<file path="config.mk">
export PLATFORM = sky130hd
export DESIGN_NAME = stmc_static_mem_ctrl
export DESIGN_NICKNAME = d
export VERILOG_FILES = /design/src/verilog/stmc_pkg.sv /design/src/verilog/stmc_static_mem_ctrl.sv
export VERILOG_INCLUDE_DIRS = /design/src /design/src/verilog
export SDC_FILE = /design/constraint.sdc
export NUM_CORES = 1
export LEC_CHECK = 0
export BUFFER_PORTS_ARGS = -buffer_cell sky130_fd_sc_hd__buf_2
export CAP_MARGIN = 0
export CORE_AREA = 2 2 215 196
export DETAILED_ROUTE_END_ITERATION = 8
export DIE_AREA = 0 0 217 198
export GPL_TIMING_DRIVEN = 0
export PLACE_DENSITY = 0.75
export SLEW_MARGIN = 20
export SYNTH_ARGS = -nofsm -noshare
export SYNTH_HDL_FRONTEND = slang
export SYNTH_SLANG_ARGS = --single-unit
</file>
<file path="constraint.sdc">
create_clock -name clock -period 10.1 [get_ports clock]
set_input_delay 0.505 -clock clock [delete_from_list [all_inputs] [get_ports clock]]
set_output_delay 0.505 -clock clock [all_outputs]
set_load 0.01 [all_outputs]
</file>
<file path="src/verilog/stmc_consts.svh">
// Purpose: Constants for the static memory controller
// Assumes: Included by its bare name
// Notes:   Offsets are byte addresses on the register port
`ifndef STMC_CONSTS_SVH
`define STMC_CONSTS_SVH

`define STMC_NUM_BANKS  4
`define STMC_STAT_OFS   8'h10
`define STMC_CFG_RESET  32'h008f_ffff
`define STMC_CFG_MASK   32'h00ff_ffff

`define STMC_F_RDW      0
`define STMC_F_WRW      5
`define STMC_F_BST      10
`define STMC_F_TA       15
`define STMC_F_BW16     19
`define STMC_F_DW16     20
`define STMC_F_WP       21
`define STMC_F_BROM     22
`define STMC_F_BLERD    23
`define STMC_W_WAIT     5
`define STMC_W_TA       4

`define STMC_HRESP_OK   2'b00
`define STMC_HRESP_ERR  2'b01
`define STMC_BLE_NONE   2'b11
`define STMC_BLE_ALL    2'b00
`define STMC_BLE_LO     2'b10
`define STMC_BLE_HI     2'b01
`define STMC_SZ_HALF    2'h1
`define STMC_SZ_WORD    2'h2
`define STMC_STRAP_LOAD 2'h2
`define STMC_STRAP_DONE 2'h3

`endif

</file>
<file path="src/verilog/stmc_pkg.sv">
// Purpose: Types for the static memory controller
// Assumes: Used with stmc_consts.svh
// Notes:   No constants live here
package stmc_pkg;

    typedef enum logic [2:0] {
        S_IDLE,
        S_TURN,
        S_SETUP,
        S_ACT,
        S_REL,
        S_CAP
    } stmc_state_e;

    typedef struct packed {
        logic [1:0]  bank;
        logic [1:0]  size;
        logic [23:0] addr;
        logic [31:0] data;
    } stmc_wbent_s;

endpackage : stmc_pkg

</file>
<file path="src/verilog/stmc_static_mem_ctrl.sv">
// Purpose: Static memory controller, system bus slave to external memory
// Assumes: Single clock; strap and wait pin are asynchronous
// Notes:   Bank config at 0x00..0x0c, status at 0x10
//
// The register addresses and strobed register access are this design's own decisions.
`timescale 1ns/1ps
`include "stmc_consts.svh"

module stmc_static_mem_ctrl #(
    parameter int WB_DEPTH = 4
) (
    input  wire logic        clock,
    input  wire logic        reset_n,
    input  wire logic        hsel,
    input  wire logic [31:0] haddr,
    input  wire logic [1:0]  htrans,
    input  wire logic        hwrite,
    input  wire logic [2:0]  hsize,
    input  wire logic [31:0] hwdata,
    input  wire logic        hready,
    output logic             hreadyout,
    output logic      [1:0]  hresp,
    output logic      [31:0] hrdata,
    input  wire logic [7:0]  reg_addr,
    input  wire logic [31:0] reg_wdata,
    input  wire logic        reg_wr,
    input  wire logic        reg_rd,
    output logic      [31:0] reg_rdata,
    input  wire logic        boot_x8,
    input  wire logic [2:0]  cs_pin_en,
    input  wire logic        addr_hi_pin_en,
    output logic      [23:0] ext_addr,
    output logic      [15:0] ext_data_out,
    output logic             ext_data_oe_n,
    input  wire logic [15:0] ext_data_in,
    output logic      [3:0]  bank_select_n,
    output logic      [1:0]  byte_lane_n,
    output logic             write_strobe_n,
    output logic             read_strobe_n,
    input  wire logic        extend_wait_n
);

    localparam int PW = $clog2(WB_DEPTH);

    if (WB_DEPTH < 2 || (1 << PW) != WB_DEPTH) begin : g_chk
        $error("WB_DEPTH must be a power of two of at least 2");
    end

    stmc_pkg::stmc_state_e state_ff;
    stmc_pkg::stmc_state_e nxt_state;
    stmc_pkg::stmc_wbent_s wb_mem [WB_DEPTH];
    stmc_pkg::stmc_wbent_s head;

    logic [31:0]  cfg_ff [`STMC_NUM_BANKS];
    logic [31:0]  ecfg;
    logic         boot_s1_ff, boot_s2_ff, wait_s1_ff, wait_s2_ff;
    logic [1:0]   strap_cnt_ff;
    logic         cfg_hit, stat_hit;
    logic         ap_ok, ap_mis, ap_wp, ap_err;
    logic [1:0]   ap_bank;
    logic         err1_ff, err2_ff;
    logic         dp_wr_ff, dp_rd_ff;
    logic [23:0]  dp_addr_ff;
    logic [1:0]   dp_bank_ff, dp_size_ff;
    logic [PW-1:0] wb_wp_ff, wb_rp_ff;
    logic [PW:0]  wb_cnt_ff;
    logic         wb_full, push, pop;
    logic         cand_wr, cand_rd, need_ta;
    logic [1:0]   cand_bank;
    logic         last_vld_ff, last_wr_ff;
    logic [1:0]   last_bank_ff;
    logic         e_wr_ff;
    logic [1:0]   e_bank_ff, e_size_ff, e_part_ff, last_part;
    logic [23:0]  e_addr_ff;
    logic [31:0]  e_data_ff, rd_buf_ff;
    logic         rd_done_ff, bus16, part_done, wait_end, next_wr, cs_act;
    logic [4:0]   act_cnt_ff, wait_lim;
    logic [3:0]   ta_cnt_ff, ta_lim;
    logic [1:0]   wr_ble, rd_ble;

    // Strap and wait pin synchronisers
    always_ff @(posedge clock or negedge reset_n) begin
        if (!reset_n) begin
            boot_s1_ff <= 1'b0;
            boot_s2_ff <= 1'b0;
            wait_s1_ff <= 1'b1;
            wait_s2_ff <= 1'b1;
        end else begin
            boot_s1_ff <= boot_x8;
            boot_s2_ff <= boot_s1_ff;
            wait_s1_ff <= extend_wait_n;
            wait_s2_ff <= wait_s1_ff;
        end
    end

    always_ff @(posedge clock or negedge reset_n) begin
        if (!reset_n) begin
            strap_cnt_ff <= 2'h0;
        end else if (strap_cnt_ff != `STMC_STRAP_DONE) begin
            strap_cnt_ff <= strap_cnt_ff + 2'h1;
        end
    end

    assign cfg_hit  = reg_addr < `STMC_STAT_OFS && reg_addr[1:0] == 2'h0;
    assign stat_hit = reg_addr == `STMC_STAT_OFS;

    always_ff @(posedge clock or negedge reset_n) begin
        if (!reset_n) begin
            for (int i = 0; i < `STMC_NUM_BANKS; i++) begin
                cfg_ff[i] <= `STMC_CFG_RESET;
            end
        end else begin
            if (strap_cnt_ff == `STMC_STRAP_LOAD) begin
                for (int i = 0; i < `STMC_NUM_BANKS; i++) begin
                    cfg_ff[i][`STMC_F_BW16] <= ~boot_s2_ff;
                end
            end
            if (reg_wr && cfg_hit) begin
                cfg_ff[reg_addr[3:2]] <= reg_wdata & `STMC_CFG_MASK;
            end
        end
    end

    always_ff @(posedge clock or negedge reset_n) begin
        if (!reset_n) begin
            reg_rdata <= 32'h0;
        end else if (reg_rd && cfg_hit) begin
            reg_rdata <= cfg_ff[reg_addr[3:2]];
        end else if (reg_rd && stat_hit) begin
            reg_rdata <= {24'h0, wb_cnt_ff[PW:0] == '0, 1'b0, 1'(state_ff != stmc_pkg::S_IDLE),
                          5'(wb_cnt_ff)};
        end else begin
            reg_rdata <= 32'h0;
        end
    end

    // Only bits 27:26 and 23:0 are decoded
    assign ap_ok   = hsel && htrans[1] && hready;
    assign ap_bank = haddr[27:26];
    assign ap_mis  = (hsize == 3'h1 && haddr[0]) || (hsize == 3'h2 && haddr[1:0] == 2'b10) ||
                     hsize > 3'h2;
    assign ap_wp   = hwrite && cfg_ff[ap_bank][`STMC_F_WP];
    assign ap_err  = ap_ok && (ap_mis || ap_wp);

    always_ff @(posedge clock or negedge reset_n) begin
        if (!reset_n) begin
            err1_ff <= 1'b0;
            err2_ff <= 1'b0;
        end else begin
            err1_ff <= ap_err;
            err2_ff <= err1_ff;
        end
    end

    always_ff @(posedge clock or negedge reset_n) begin
        if (!reset_n) begin
            dp_wr_ff   <= 1'b0;
            dp_rd_ff   <= 1'b0;
            dp_addr_ff <= 24'h0;
            dp_bank_ff <= 2'h0;
            dp_size_ff <= 2'h0;
        end else if (ap_ok && !ap_err) begin
            dp_wr_ff   <= hwrite;
            dp_rd_ff   <= !hwrite;
            dp_addr_ff <= haddr[23:0];
            dp_bank_ff <= ap_bank;
            dp_size_ff <= hsize[1:0];
        end else begin
            if (push) begin
                dp_wr_ff <= 1'b0;
            end
            if (rd_done_ff) begin
                dp_rd_ff <= 1'b0;
            end
        end
    end

    // Writes stall only when buffer is full
    assign wb_full   = wb_cnt_ff == (PW + 1)'(WB_DEPTH);
    assign push      = dp_wr_ff && !wb_full;
    assign hreadyout = err2_ff || (!err1_ff && !(dp_wr_ff && wb_full) && !(dp_rd_ff && !rd_done_ff));
    assign hresp     = (err1_ff || err2_ff) ? `STMC_HRESP_ERR : `STMC_HRESP_OK;
    assign hrdata    = rd_buf_ff;

    // Write data taken in the data phase
    always_ff @(posedge clock) begin
        if (push) begin
            wb_mem[wb_wp_ff] <= '{bank: dp_bank_ff, size: dp_size_ff, addr: dp_addr_ff, data: hwdata};
        end
    end

    always_ff @(posedge clock or negedge reset_n) begin
        if (!reset_n) begin
            wb_wp_ff  <= '0;
            wb_rp_ff  <= '0;
            wb_cnt_ff <= '0;
        end else begin
            if (push) begin
                wb_wp_ff <= wb_wp_ff + 1'b1;
            end
            if (pop) begin
                wb_rp_ff <= wb_rp_ff + 1'b1;
            end
            if (push && !pop) begin
                wb_cnt_ff <= wb_cnt_ff + 1'b1;
            end else if (pop && !push) begin
                wb_cnt_ff <= wb_cnt_ff - 1'b1;
            end
        end
    end

    assign head      = wb_mem[wb_rp_ff];
    assign cand_wr   = wb_cnt_ff != '0;
    assign cand_rd   = !cand_wr && dp_rd_ff && !rd_done_ff;
    assign cand_bank = cand_wr ? head.bank : dp_bank_ff;
    // Turnaround on bank change or on a read followed by a write
    assign need_ta   = last_vld_ff && (cand_bank != last_bank_ff || (!last_wr_ff && cand_wr));

    assign ecfg      = cfg_ff[e_bank_ff];
    assign bus16     = ecfg[`STMC_F_BW16];
    assign last_part = bus16 ? {1'b0, e_size_ff == `STMC_SZ_WORD} :
                       (e_size_ff == `STMC_SZ_WORD ? 2'h3 : {1'b0, e_size_ff == `STMC_SZ_HALF});
    assign part_done = e_part_ff == last_part;
    assign ta_lim    = cfg_ff[last_bank_ff][`STMC_F_TA +: `STMC_W_TA];

    always_comb begin
        if (e_wr_ff) begin
            wait_lim = ecfg[`STMC_F_WRW +: `STMC_W_WAIT];
        end else if (ecfg[`STMC_F_BROM] && e_part_ff != 2'h0) begin
            wait_lim = ecfg[`STMC_F_BST +: `STMC_W_WAIT];
        end else begin
            wait_lim = ecfg[`STMC_F_RDW +: `STMC_W_WAIT];
        end
    end

    // Count reached and wait pin released
    assign wait_end = act_cnt_ff >= wait_lim && wait_s2_ff;
    assign next_wr  = !part_done || wb_cnt_ff > (PW + 1)'(1);

    always_comb begin
        nxt_state = state_ff;
        case (state_ff)
            stmc_pkg::S_IDLE: begin
                if (cand_wr || cand_rd) begin
                    nxt_state = need_ta ? stmc_pkg::S_TURN :
                                (cand_wr ? stmc_pkg::S_SETUP : stmc_pkg::S_ACT);
                end
            end
            stmc_pkg::S_TURN: begin
                if (ta_cnt_ff >= ta_lim) begin
                    nxt_state = e_wr_ff ? stmc_pkg::S_SETUP : stmc_pkg::S_ACT;
                end
            end
            stmc_pkg::S_SETUP: nxt_state = stmc_pkg::S_ACT;
            stmc_pkg::S_ACT: begin
                if (wait_end) begin
                    nxt_state = e_wr_ff ? stmc_pkg::S_REL : stmc_pkg::S_CAP;
                end
            end
            stmc_pkg::S_REL, stmc_pkg::S_CAP: begin
                nxt_state = part_done ? stmc_pkg::S_IDLE :
                            (e_wr_ff ? stmc_pkg::S_SETUP : stmc_pkg::S_ACT);
            end
            default: nxt_state = stmc_pkg::S_IDLE;
        endcase
    end

    always_ff @(posedge clock or negedge reset_n) begin
        if (!reset_n) begin
            state_ff <= stmc_pkg::S_IDLE;
        end else begin
            state_ff <= nxt_state;
        end
    end

    always_ff @(posedge clock or negedge reset_n) begin
        if (!reset_n) begin
            act_cnt_ff <= 5'h0;
            ta_cnt_ff  <= 4'h0;
        end else begin
            // Saturate so a long wait cannot wrap the count
            act_cnt_ff <= (state_ff == stmc_pkg::S_ACT && nxt_state == stmc_pkg::S_ACT) ?
                          (act_cnt_ff == '1 ? act_cnt_ff : act_cnt_ff + 5'h1) : 5'h0;
            ta_cnt_ff  <= (state_ff == stmc_pkg::S_TURN) ? ta_cnt_ff + 4'h1 : 4'h0;
        end
    end

    always_ff @(posedge clock or negedge reset_n) begin
        if (!reset_n) begin
            e_wr_ff   <= 1'b0;
            e_bank_ff <= 2'h0;
            e_size_ff <= 2'h0;
            e_addr_ff <= 24'h0;
            e_data_ff <= 32'h0;
            e_part_ff <= 2'h0;
        end else if (state_ff == stmc_pkg::S_IDLE && (cand_wr || cand_rd)) begin
            e_wr_ff   <= cand_wr;
            e_bank_ff <= cand_bank;
            e_size_ff <= cand_wr ? head.size : dp_size_ff;
            e_addr_ff <= cand_wr ? head.addr : dp_addr_ff;
            e_data_ff <= head.data;
            e_part_ff <= 2'h0;
        end else if ((state_ff == stmc_pkg::S_REL || state_ff == stmc_pkg::S_CAP) && !part_done) begin
            e_part_ff <= e_part_ff + 2'h1;
            e_addr_ff <= e_addr_ff + (bus16 ? 24'h2 : 24'h1);
        end
    end

    assign pop = state_ff == stmc_pkg::S_REL && part_done;

    always_ff @(posedge clock or negedge reset_n) begin
        if (!reset_n) begin
            last_vld_ff  <= 1'b0;
            last_wr_ff   <= 1'b0;
            last_bank_ff <= 2'h0;
            rd_done_ff   <= 1'b0;
        end else begin
            rd_done_ff <= state_ff == stmc_pkg::S_CAP && part_done;
            if ((state_ff == stmc_pkg::S_REL || state_ff == stmc_pkg::S_CAP) && part_done) begin
                last_vld_ff  <= 1'b1;
                last_wr_ff   <= e_wr_ff;
                last_bank_ff <= e_bank_ff;
            end
        end
    end

    // Capture on the edge ending the wait
    always_ff @(posedge clock or negedge reset_n) begin
        if (!reset_n) begin
            rd_buf_ff <= 32'h0;
        end else if (state_ff == stmc_pkg::S_ACT && wait_end && !e_wr_ff) begin
            if (bus16) begin
                rd_buf_ff[{e_addr_ff[1], 4'h0} +: 16] <= ext_data_in;
            end else begin
                rd_buf_ff[{e_addr_ff[1:0], 3'h0} +: 8] <= ext_data_in[7:0];
            end
        end
    end

    always_comb begin
        if (bus16) begin
            wr_ble = e_size_ff != 2'h0 ? `STMC_BLE_ALL : (e_addr_ff[0] ? `STMC_BLE_HI : `STMC_BLE_LO);
        end else if (ecfg[`STMC_F_DW16]) begin
            wr_ble = e_addr_ff[0] ? `STMC_BLE_HI : `STMC_BLE_LO;
        end else begin
            wr_ble = `STMC_BLE_LO;
        end
        rd_ble = ecfg[`STMC_F_BLERD] ? `STMC_BLE_ALL : `STMC_BLE_NONE;
    end

    // Select drops early before a write
    assign cs_act = state_ff == stmc_pkg::S_ACT || state_ff == stmc_pkg::S_CAP ||
                    (state_ff == stmc_pkg::S_REL && !next_wr);

    for (genvar i = 0; i < `STMC_NUM_BANKS; i++) begin : g_cs
        if (i == 0) begin : g_b0
            assign bank_select_n[i] = !(cs_act && e_bank_ff == 2'(i));
        end else begin : g_bn
            assign bank_select_n[i] = !(cs_act && e_bank_ff == 2'(i) && cs_pin_en[i-1]);
        end
    end

    // Address only while a cycle runs
    assign ext_addr       = (state_ff == stmc_pkg::S_IDLE || state_ff == stmc_pkg::S_TURN) ? 24'h0 :
                            {addr_hi_pin_en ? e_addr_ff[23:16] : 8'h0, e_addr_ff[15:0]};
    assign write_strobe_n = !(state_ff == stmc_pkg::S_ACT && e_wr_ff);
    assign read_strobe_n  = !((state_ff == stmc_pkg::S_ACT || state_ff == stmc_pkg::S_CAP) && !e_wr_ff);
    assign ext_data_oe_n  = !(e_wr_ff && (state_ff == stmc_pkg::S_ACT || state_ff == stmc_pkg::S_REL));
    assign ext_data_out   = bus16 ? e_data_ff[{e_addr_ff[1], 4'h0} +: 16] :
                            {8'h0, e_data_ff[{e_addr_ff[1:0], 3'h0} +: 8]};
    assign byte_lane_n    = state_ff == stmc_pkg::S_ACT ? (e_wr_ff ? wr_ble : rd_ble) :
                            (state_ff == stmc_pkg::S_CAP ? rd_ble : `STMC_BLE_NONE);
endmodule : stmc_static_mem_ctrl

</file>
## Word level (Yosys, flattened, before mapping)

Memory sizes are Yosys's and may differ from the RTL's.
Index checks and enable logic that the tools add are counted.

- Add/subtract/negate cells: 11
- Magnitude comparators: 10
- Equality and inequality tests: 22
- Shift-type cells: 6
- Multiplexer cells: 69
- Bitwise gates (word level): 5
- Reduce and logical (&&, ||, !) cells: 91

Operator list:

| operator | count |
|---|---|
| $bmux 32 s2 | 4 |
| $mux 32 | 5 |
| $mux 24 | 6 |
| $bwmux 128 | 1 |
| $mux 116 | 1 |
| $bwmux 32 | 2 |
| $demux 32 s2 | 1 |
| $logic_and 1x1->1 | 44 |
| $mux 22 | 2 |
| $mux 19 | 2 |
| $mux 2 | 17 |
| $shift 16x7->32 const A | 1 |
| $shift 8x7->32 const A | 1 |
| $shiftx 16x7->32 | 1 |
| $shiftx 32x6->16 | 1 |
| $shiftx 32x6->8 | 1 |
| $shiftx 8x7->32 | 1 |
| $add 24x2->24 | 1 |
| $logic_not 1->1 | 21 |
| $mux 5 | 4 |
| $mux 16 | 1 |
| $mux 8 | 2 |
| $mux 3 | 5 |
| $pmux 3 s5 | 1 |
| other kinds (33) | 88 |

- Bits in registers: 317
- RAM bits: 240
- Input bits: 138
- Output and inout port bits: 116
- Word-level logic and storage cells: 253
- Memories: 1

Memories:

| name | words | width | read ports | clocked after memory_dff | write ports | RTL line | RTL |
|---|---|---|---|---|---|---|---|
| wb_mem | 4 | 60 | 1 | 0 | 1 | stmc_static_mem_ctrl.sv:51 | `stmc_pkg::stmc_wbent_s wb_mem [WB_DEPTH];` |

## Logic depth before layout (Yosys ltp)

Gate-level depths: netlist of run 1.

- Depth in word-level cells: 14
- Gate-level depth with buffers: 15
- Depth with buffers taken out: 12

## Least setup slack after synthesis of run 1

OpenSTA, ideal clock, no wires.

- Path kind: flip-flop to flip-flop
- Start: register e_bank_ff[0]
- End: register rd_buf_ff[14], in the netlist hrdata[14]
- Setup time: 0.125 ns
- Arrival time: 3.513 ns
- Data required time: 9.975 ns
- Setup slack: 6.463 ns
- Cell stages (with the launch flop): 14
- Path buffers: 3
- Clock period less this slack: 3.637 ns
- Cells stage by stage: dfrtp_1 buf_6 clkbuf_1 mux4_2 mux2i_1 o21ai_0 ha_1 nand2b_1 a21o_1 a21oi_1 o21a_1 or3_1 clkbuf_1 mux2_2

- Longest elaborated chain between the ends: 11
- Elaborated cells on any way between the ends: 12
- Those cells by class: 1 x order compare; 6 x mux; 1 x bitwise; 4 x reduce/logical

Ends and longest elaborated chain:

| what | RTL line | RTL |
|---|---|---|
| from (decl) | stmc_static_mem_ctrl.sv:73 | `logic [1:0] e_bank_ff, e_size_ff, e_part_ff, last_part;` |
| from (signal assigned) | stmc_static_mem_ctrl.sv:298 | `e_bank_ff <= cand_bank;` |
| $not 2->3 (not written as such) * | stmc_static_mem_ctrl.sv:219 | `assign ecfg = cfg_ff[e_bank_ff];` |
| $bmux 32 s2 * | stmc_static_mem_ctrl.sv:219 |  |
| $mux 24 (not written as such) * (2 in series) | stmc_static_mem_ctrl.sv:219 |  |
| $logic_and 1x1->1 | stmc_static_mem_ctrl.sv:229 | `` end else if (ecfg[`STMC_F_BROM] && e_part_ff != 2'h0) begin `` |
| $mux 5 | stmc_static_mem_ctrl.sv:229 |  |
| $mux 5 | stmc_static_mem_ctrl.sv:227 | `if (e_wr_ff) begin` |
| $ge 5x5->1 | stmc_static_mem_ctrl.sv:237 | `assign wait_end = act_cnt_ff >= wait_lim && wait_s2_ff;` |
| $logic_and 1x1->1 | stmc_static_mem_ctrl.sv:237 |  |
| $logic_and 1x1->1 (2 in series) | stmc_static_mem_ctrl.sv:331 | `end else if (state_ff == stmc_pkg::S_ACT && wait_end && !e_wr_ff) begin` |
| to (signal, indexed assignment) | stmc_static_mem_ctrl.sv:333 | `rd_buf_ff[{e_addr_ff[1], 4'h0} +: 16] <= ext_data_in;` |
| to (signal, indexed assignment) | stmc_static_mem_ctrl.sv:335 | `rd_buf_ff[{e_addr_ff[1:0], 3'h0} +: 8] <= ext_data_in[7:0];` |
| to (decl) | stmc_static_mem_ctrl.sv:75 | `logic [31:0] e_data_ff, rd_buf_ff;` |

Mark *: on every way between the ends. The rest lies on a longest branch, timed or not. The select of a mux whose other input is x is not followed.
A chain may end at the register's enable or synchronous reset.

## Worst setup path after layout of run 1

- Start: register e_bank_ff[0]
- End: register rd_buf_ff[15], in the netlist hrdata[15]

Same word-level chain as after synthesis.

==> metrics.txt, run 1 <==
Vias=14000; Crit Reg-Reg Startpoint=e_bank_ff[0]; post-DR wirelength/cell=~23 um; CP Capture Type=flip-flop; # rows=71; Syn Inst Count=approximately 1500; total track usage=25.9%; top post-synthesis cells by area=edfxtp_1, dfrtp_1, mux4_2; Yosys warning count=0; DRT Wirelength=between 50000 and 60000 um; post-CTS setup buffer count=0; max-slew violations=0; DR pass1 iterations=7; Clock Latency Late Sink=600 ps; Core ar.=41000 um2; Layout area overhead=16.8%; placed insts=between 2000 and 2500; max_cap viols=0; crit start category=flip-flop; # DRC=0; Worst EP required=around 11000 ps; Netlist cell types=63; final hold vios=0; commonest non-fill, non-tap cell in the layout=edfxtp_1; RSZ-0062 raised after global routing=no; Sink Count=517; Clock Path Buffers=3; Lkg Pwr=10.6 nW; Initial Utilization=55.8%; vias in the first global route=14300; # setup viols final=0; maximum clock rate=0.229 GHz; slowest CP cell=mux4_2; total chip power=0.00701 W; gpl congestion=~0.87; largest net degree at the start of global routing=just over 90; most frequent cells in the layout=edfxtp_1, buf_2, dfrtp_1, mux2_2, mux4_2; peak supply drop=0.000195 V; Clock transition at path regs=60 ps; Final nets=1923; final cycle utilization of the critical path=43.2%; I/O Pins=254; CP Data Arrival Time=between 4000 and 5000 ps; Yosys top cell area share=31.5%; Hold Path Class=in -> reg; Max stage delay on crit path=approximately 530 ps; Die H=just under 200 um; die area=43000 um2; post_cts resized=0; htree depth=2; Worst Reg-to-Reg Cells=14; Die W=217 um; PwrDens=262 nW/um2; worst reg2reg setup slack=5740 ps; Post-DRT Antenna Nets=0; global-route wire length before repair=84100 um; sequential fraction of the synthesis area=62.2%; Port Buffer Count=229; Worst-Margin Slew=1010 ps; DRT iter0 DRCs=approximately 1100; Non-Filler Instances=approximately 2300; HPWL after DPL=36700 um; Num CTS Buffers=approximately 50; Post-CTS Hold Fix Bufs=2; worst-path fanout max=8; final core utilization=about 65%; critical hold path startpoint=boot_x8; status=finished, final reports clean; vias per cell=5.96; clock tree from TritonCTS=done; ys flop type=edfxtp_1; aggregate global routing overflow=0; share of layout cells above drive strength 1=39.8%; flops & latches, synth=517; Crit. Startpoint=e_bank_ff[0]; clock root buffer=clkbuf_16; setup TNS=0 ps; Layout Skew=about 26 ps; Mapped Area=22900 um2; Synth Area per Inst=about 16 um2; Post-synth ARST share=53.6%; Setup crit end=hrdata[15]; EDFF count, synth=240; worst flop-to-flop path endpoint=hrdata[15]; crit path cell chain=buf_6 -> clkbuf_1 -> buf_6 -> mux4_2 -> mux2i_1 -> o21ai_0 -> ha_1 -> nand2b_1 -> a21o_1 -> a21oi_1 -> o21a_1 -> or3_1 -> clkbuf_1 -> mux2_2; slew margin rel.=31.7%; min Tclk post-route=4360 ps; CP Class=reg -> reg; initial antenna violation count=8; area leader, netlist=edfxtp_1
==> synthesized netlist by cell type (all sizes together) (6+ instances only) <==
cell type    n
a211oi      24
xor2         6
inv         26
and3        14
nor2b        8
a22o        37
mux2       171
ha          31
clkbuf      58
mux2i       30
nand4        6
nor2        51
nand3       24
and2        58
nor4        15
o211ai       8
edfxtp     240
nand2b       9
mux4       116
o21ai       24
dfstp       86
buf         34
nand2       43
dfrtp      191
a21oi       45
xnor2       31
or3         10
nor3        15
==> power breakdown <==
| group | internal (W) | switching, W |
|---|---|---|
| Sequential | 0.00253 | 0.000258 |
| Combinational | 0.00102 | 0.00128 |
| Clock | 0.00111 | 0.000809 |
| Total | 0.00467 | 0.00235 |
==> worst max-delay path: cells and delay by family, from the launching register on <==
kind / cells / cell delay (ps)
buf+inv: 4 / 1260
simple gates: 2 / 300
mux: 3 / 1090
fa+ha+maj: 1 / 290
flops: 1 / 360
compound gates: 4 / 930
==> flip-flops by register name, summed over array words and instances (netlist names), 3 cells and up <==
name	cells
wb_mem	240
wb_cnt_ff	3
reg_rdata	24
dp_addr_ff	24
e_data_ff	32
state_ff	3
e_addr_ff	24
ta_cnt_ff	4
cfg_ff	96
act_cnt_ff	5
hrdata	32
==> metrics by stage <==
stage | hold slack [ps] | setup slack [ps] | instance area [um2]
after CTS | 5.24 | 5490 | 26700
after floorplan | 209 | 6460 | 22900
after global routing | 10.4 | 5390 | 26700
after detailed placement | 339 | 5470 | 25000
final | 34.0 | 5740 | 26700
after global placement | 343 | 3410 | 24700
==> logic make-up (layout without fill, tap and decap cells) <==
family	after synthesis	in the layout	share of synthesized area, %
compound gates	164	164	4.98
xor+xnor	37	37	1.42
fa+ha+maj	32	32	1.78
buf+inv	119	455	2.24
flops	517	517	62.2
mux	317	317	21.1
other cells	1	14	0.0164
simple gates	265	265	6.18
==> per-layer routing <==
| metal | global-route usage, % | vias to the layer above | part of all wire, % |
|---|---|---|---|
| li1 | - | 6149 | - |
| met1 | 37.2 | 7289 | 43 |
| met3 | 4.67 | 89 | 6.7 |
| met4 | 7.76 | 6 | 2.3 |
| met5 | 0 | - | 0.077 |
| met2 | 40.8 | 471 | 48 |
==> final cells by class <==
cell class                      count  area, um2
Antenna cell                        5       12.5
Buffer                             92        412
Clock buffer                       75       1430
Clock inverter                     21        265
Fill cell                        3003      14300
Inverter                           27        101
Multi-Input combinational cell    824       8190
Sequential cell                   517      14200
Tap cell                          547        684
Timing Repair Buffer              240       1390
==> worst min-delay path by stage <==
stage                     to  slack (ps)  cells past startpoint
2_1_floorplan  act_cnt_ff[0]         210                      0
3_3_place_gp      boot_s2_ff         340                      0
3_5_place_dp      boot_s2_ff         340                      0
4_1_cts           boot_s1_ff           5                      1
5_1_grt           boot_s1_ff          10                      1
6_report          boot_s1_ff          30                      1
Note: power is estimated with default switching activity, not from simulation.
==> run 2, diff against run 1 <==
clock period = 4.04 ns   (was 10.1 ns; I/O delays follow)
==> metrics.txt, run 2 (same netlist as run 1, synthesis figures left out) <==
worst-path fanout max=11; final cycle utilization of the critical path=94.5%; post-CTS setup buffer count=0; Port Buffer Count=229; # DRC=0; Post-DRT Antenna Nets=0; DRT iter0 DRCs=1061; placed insts=approximately 2200; Clock transition at path regs=60 ps; Hold Path Class=in -> async; DRT Wirelength=roughly 55000 um; share of layout cells above drive strength 1=37.9%; GR Util met2=42.2%; gpl congestion=0.872; met3 Use GR=~4.3%; Placement Setup Slack=-590 ps; Layout area overhead=21.3%; # setup viols final=0; global-route wire length before repair=86200 um; Vias=~14000; RSZ-0062 raised after global routing=no; min Tclk post-route=3820 ps; DR pass1 iterations=7; PnR worst setup slack=221 ps; final hold vios=0; Num CTS Buffers=51; total chip power=0.0176 W; crit path cell chain=buf_6 -> mux4_2 -> buf_2 -> clkbuf_1 -> buf_1 -> ha_1 -> a21o_1 -> nand3_1 -> or3_1 -> nor3_1 -> xnor2_1 -> a21oi_1; Core ar.=41000 um2; htree depth=2; most frequent cells in the layout=buf_2, edfxtp_1, dfrtp_1, mux2_2, mux4_2; I/O Pins=254; setup TNS=0 ps; Max stage delay on crit path=530 ps; Die H=between 150 and 200 um; crit start category=flip-flop; vias in the first global route=approximately 15000; slew margin rel.=31.6%; slowest CP cell=buf_1; aggregate global routing overflow=0; Min Hold Slack=~110 ps; max-slew violations=0; maximum clock rate=0.262 GHz; Layout Skew=28.4 ps; Final nets=2024; largest net degree at the start of global routing=91; Clock Latency Late Sink=610 ps; Non-Filler Instances=2447; Worst EP required=4500 ps; Clock Path Buffers=3; multi-input logic area=8200 um2; met1 usage=37.7%; total track usage=26.4%; max_cap viols=0; clock tree from TritonCTS=done; Die W=around 220 um; clock root buffer=clkbuf_16; post-DR wirelength/cell=22.6 um; HPWL after DPL=36700 um; Worst-Margin Slew=1010 ps; Sink Count=517; # rows=71; FF+latch area=14200 um2; Initial Utilization=55.8%; grt peak-use layer=met2; peak supply drop=0.000529 V; initial antenna violation count=3; Top reg by flops=wb_mem; status=finished, final reports clean; CP Class=reg -> reg; max FFs per register=240; CP Data Arrival Time=4280 ps; die area=approximately 43000 um2; PwrDens=635 nW/um2; largest registers=wb_mem (240), cfg_ff (96); Lkg Pwr=approximately 11 nW; Fillers=2898; vias per cell=5.88; CP Capture Type=flip-flop
-- run 2: cell count changes in the layout (fill, tap and decap cells not counted), sizes merged --
cell         delta
clkbuf          -4
diode           -2
dlygate4sd3   +105
-- run 2: metal layers --
layer  part of all wire [%]  vias up
met5                  0.020        -
met4                    2.3        2
met3                    6.0       93
met2                     48      479
met1                     44     7471
li1                       -     6351
-- run 2: worst max-delay path: cells and delay by family (launching register included) --
family / cells / cell delay [ps]
fa+ha+maj: 1 / 260
flops: 1 / 380
mux: 1 / 380
buf+inv: 4 / 1460
compound gates: 2 / 250
simple gates: 3 / 810
xor+xnor: 1 / 160
-- run 2: per-stage QoR --
step / utilization [%] / instance area [um2]
global placement: 60.3 / 24700
CTS: 67.6 / 27700
finish: 67.6 / 27800
global route: 67.6 / 27800
detailed placement: 60.9 / 25000
floorplan: - / 22900
-- run 2: layout make-up --
cell class | count | area share, %
Buffer | 89 | 1.46
Sequential cell | 517 | 51.3
Clock inverter | 21 | 0.955
Multi-Input combinational cell | 824 | 29.5
Tap cell | 547 | 2.47
Inverter | 27 | 0.365
Clock buffer | 75 | 5.14
Antenna cell | 3 | 0.0270
Timing Repair Buffer | 344 | 8.73
-- run 2: path summary, 6_finish.rpt --
path	startpoint	to	slack, ps	cells past startpoint
min reg2reg	boot_s1_ff	boot_s2_ff	370	0
max	e_bank_ff[0]	e_addr_ff[9]	220	12
min	reset_n	act_cnt_ff[2]	110	2
max in group asynchronous	reset_n	cfg_ff[83]	3180	3
min in group clock	reg_addr[4]	reg_rdata[1]	120	3
max reg2reg	e_bank_ff[0]	e_addr_ff[9]	220	12
-- run 2: repair_timing --
item,in CTS,in global routing
hold endpoints to repair,500,0
cloned,0,0
gates resized for setup,3,4
hold buffers,107,0
endpoints found under the setup margin,32,32
-- run 2: report_power, final --
part / switching, W / internal [W]
combinational: 0.00323 / 0.00262
sequential: 0.000645 / 0.00634
clock: 0.00202 / 0.00278
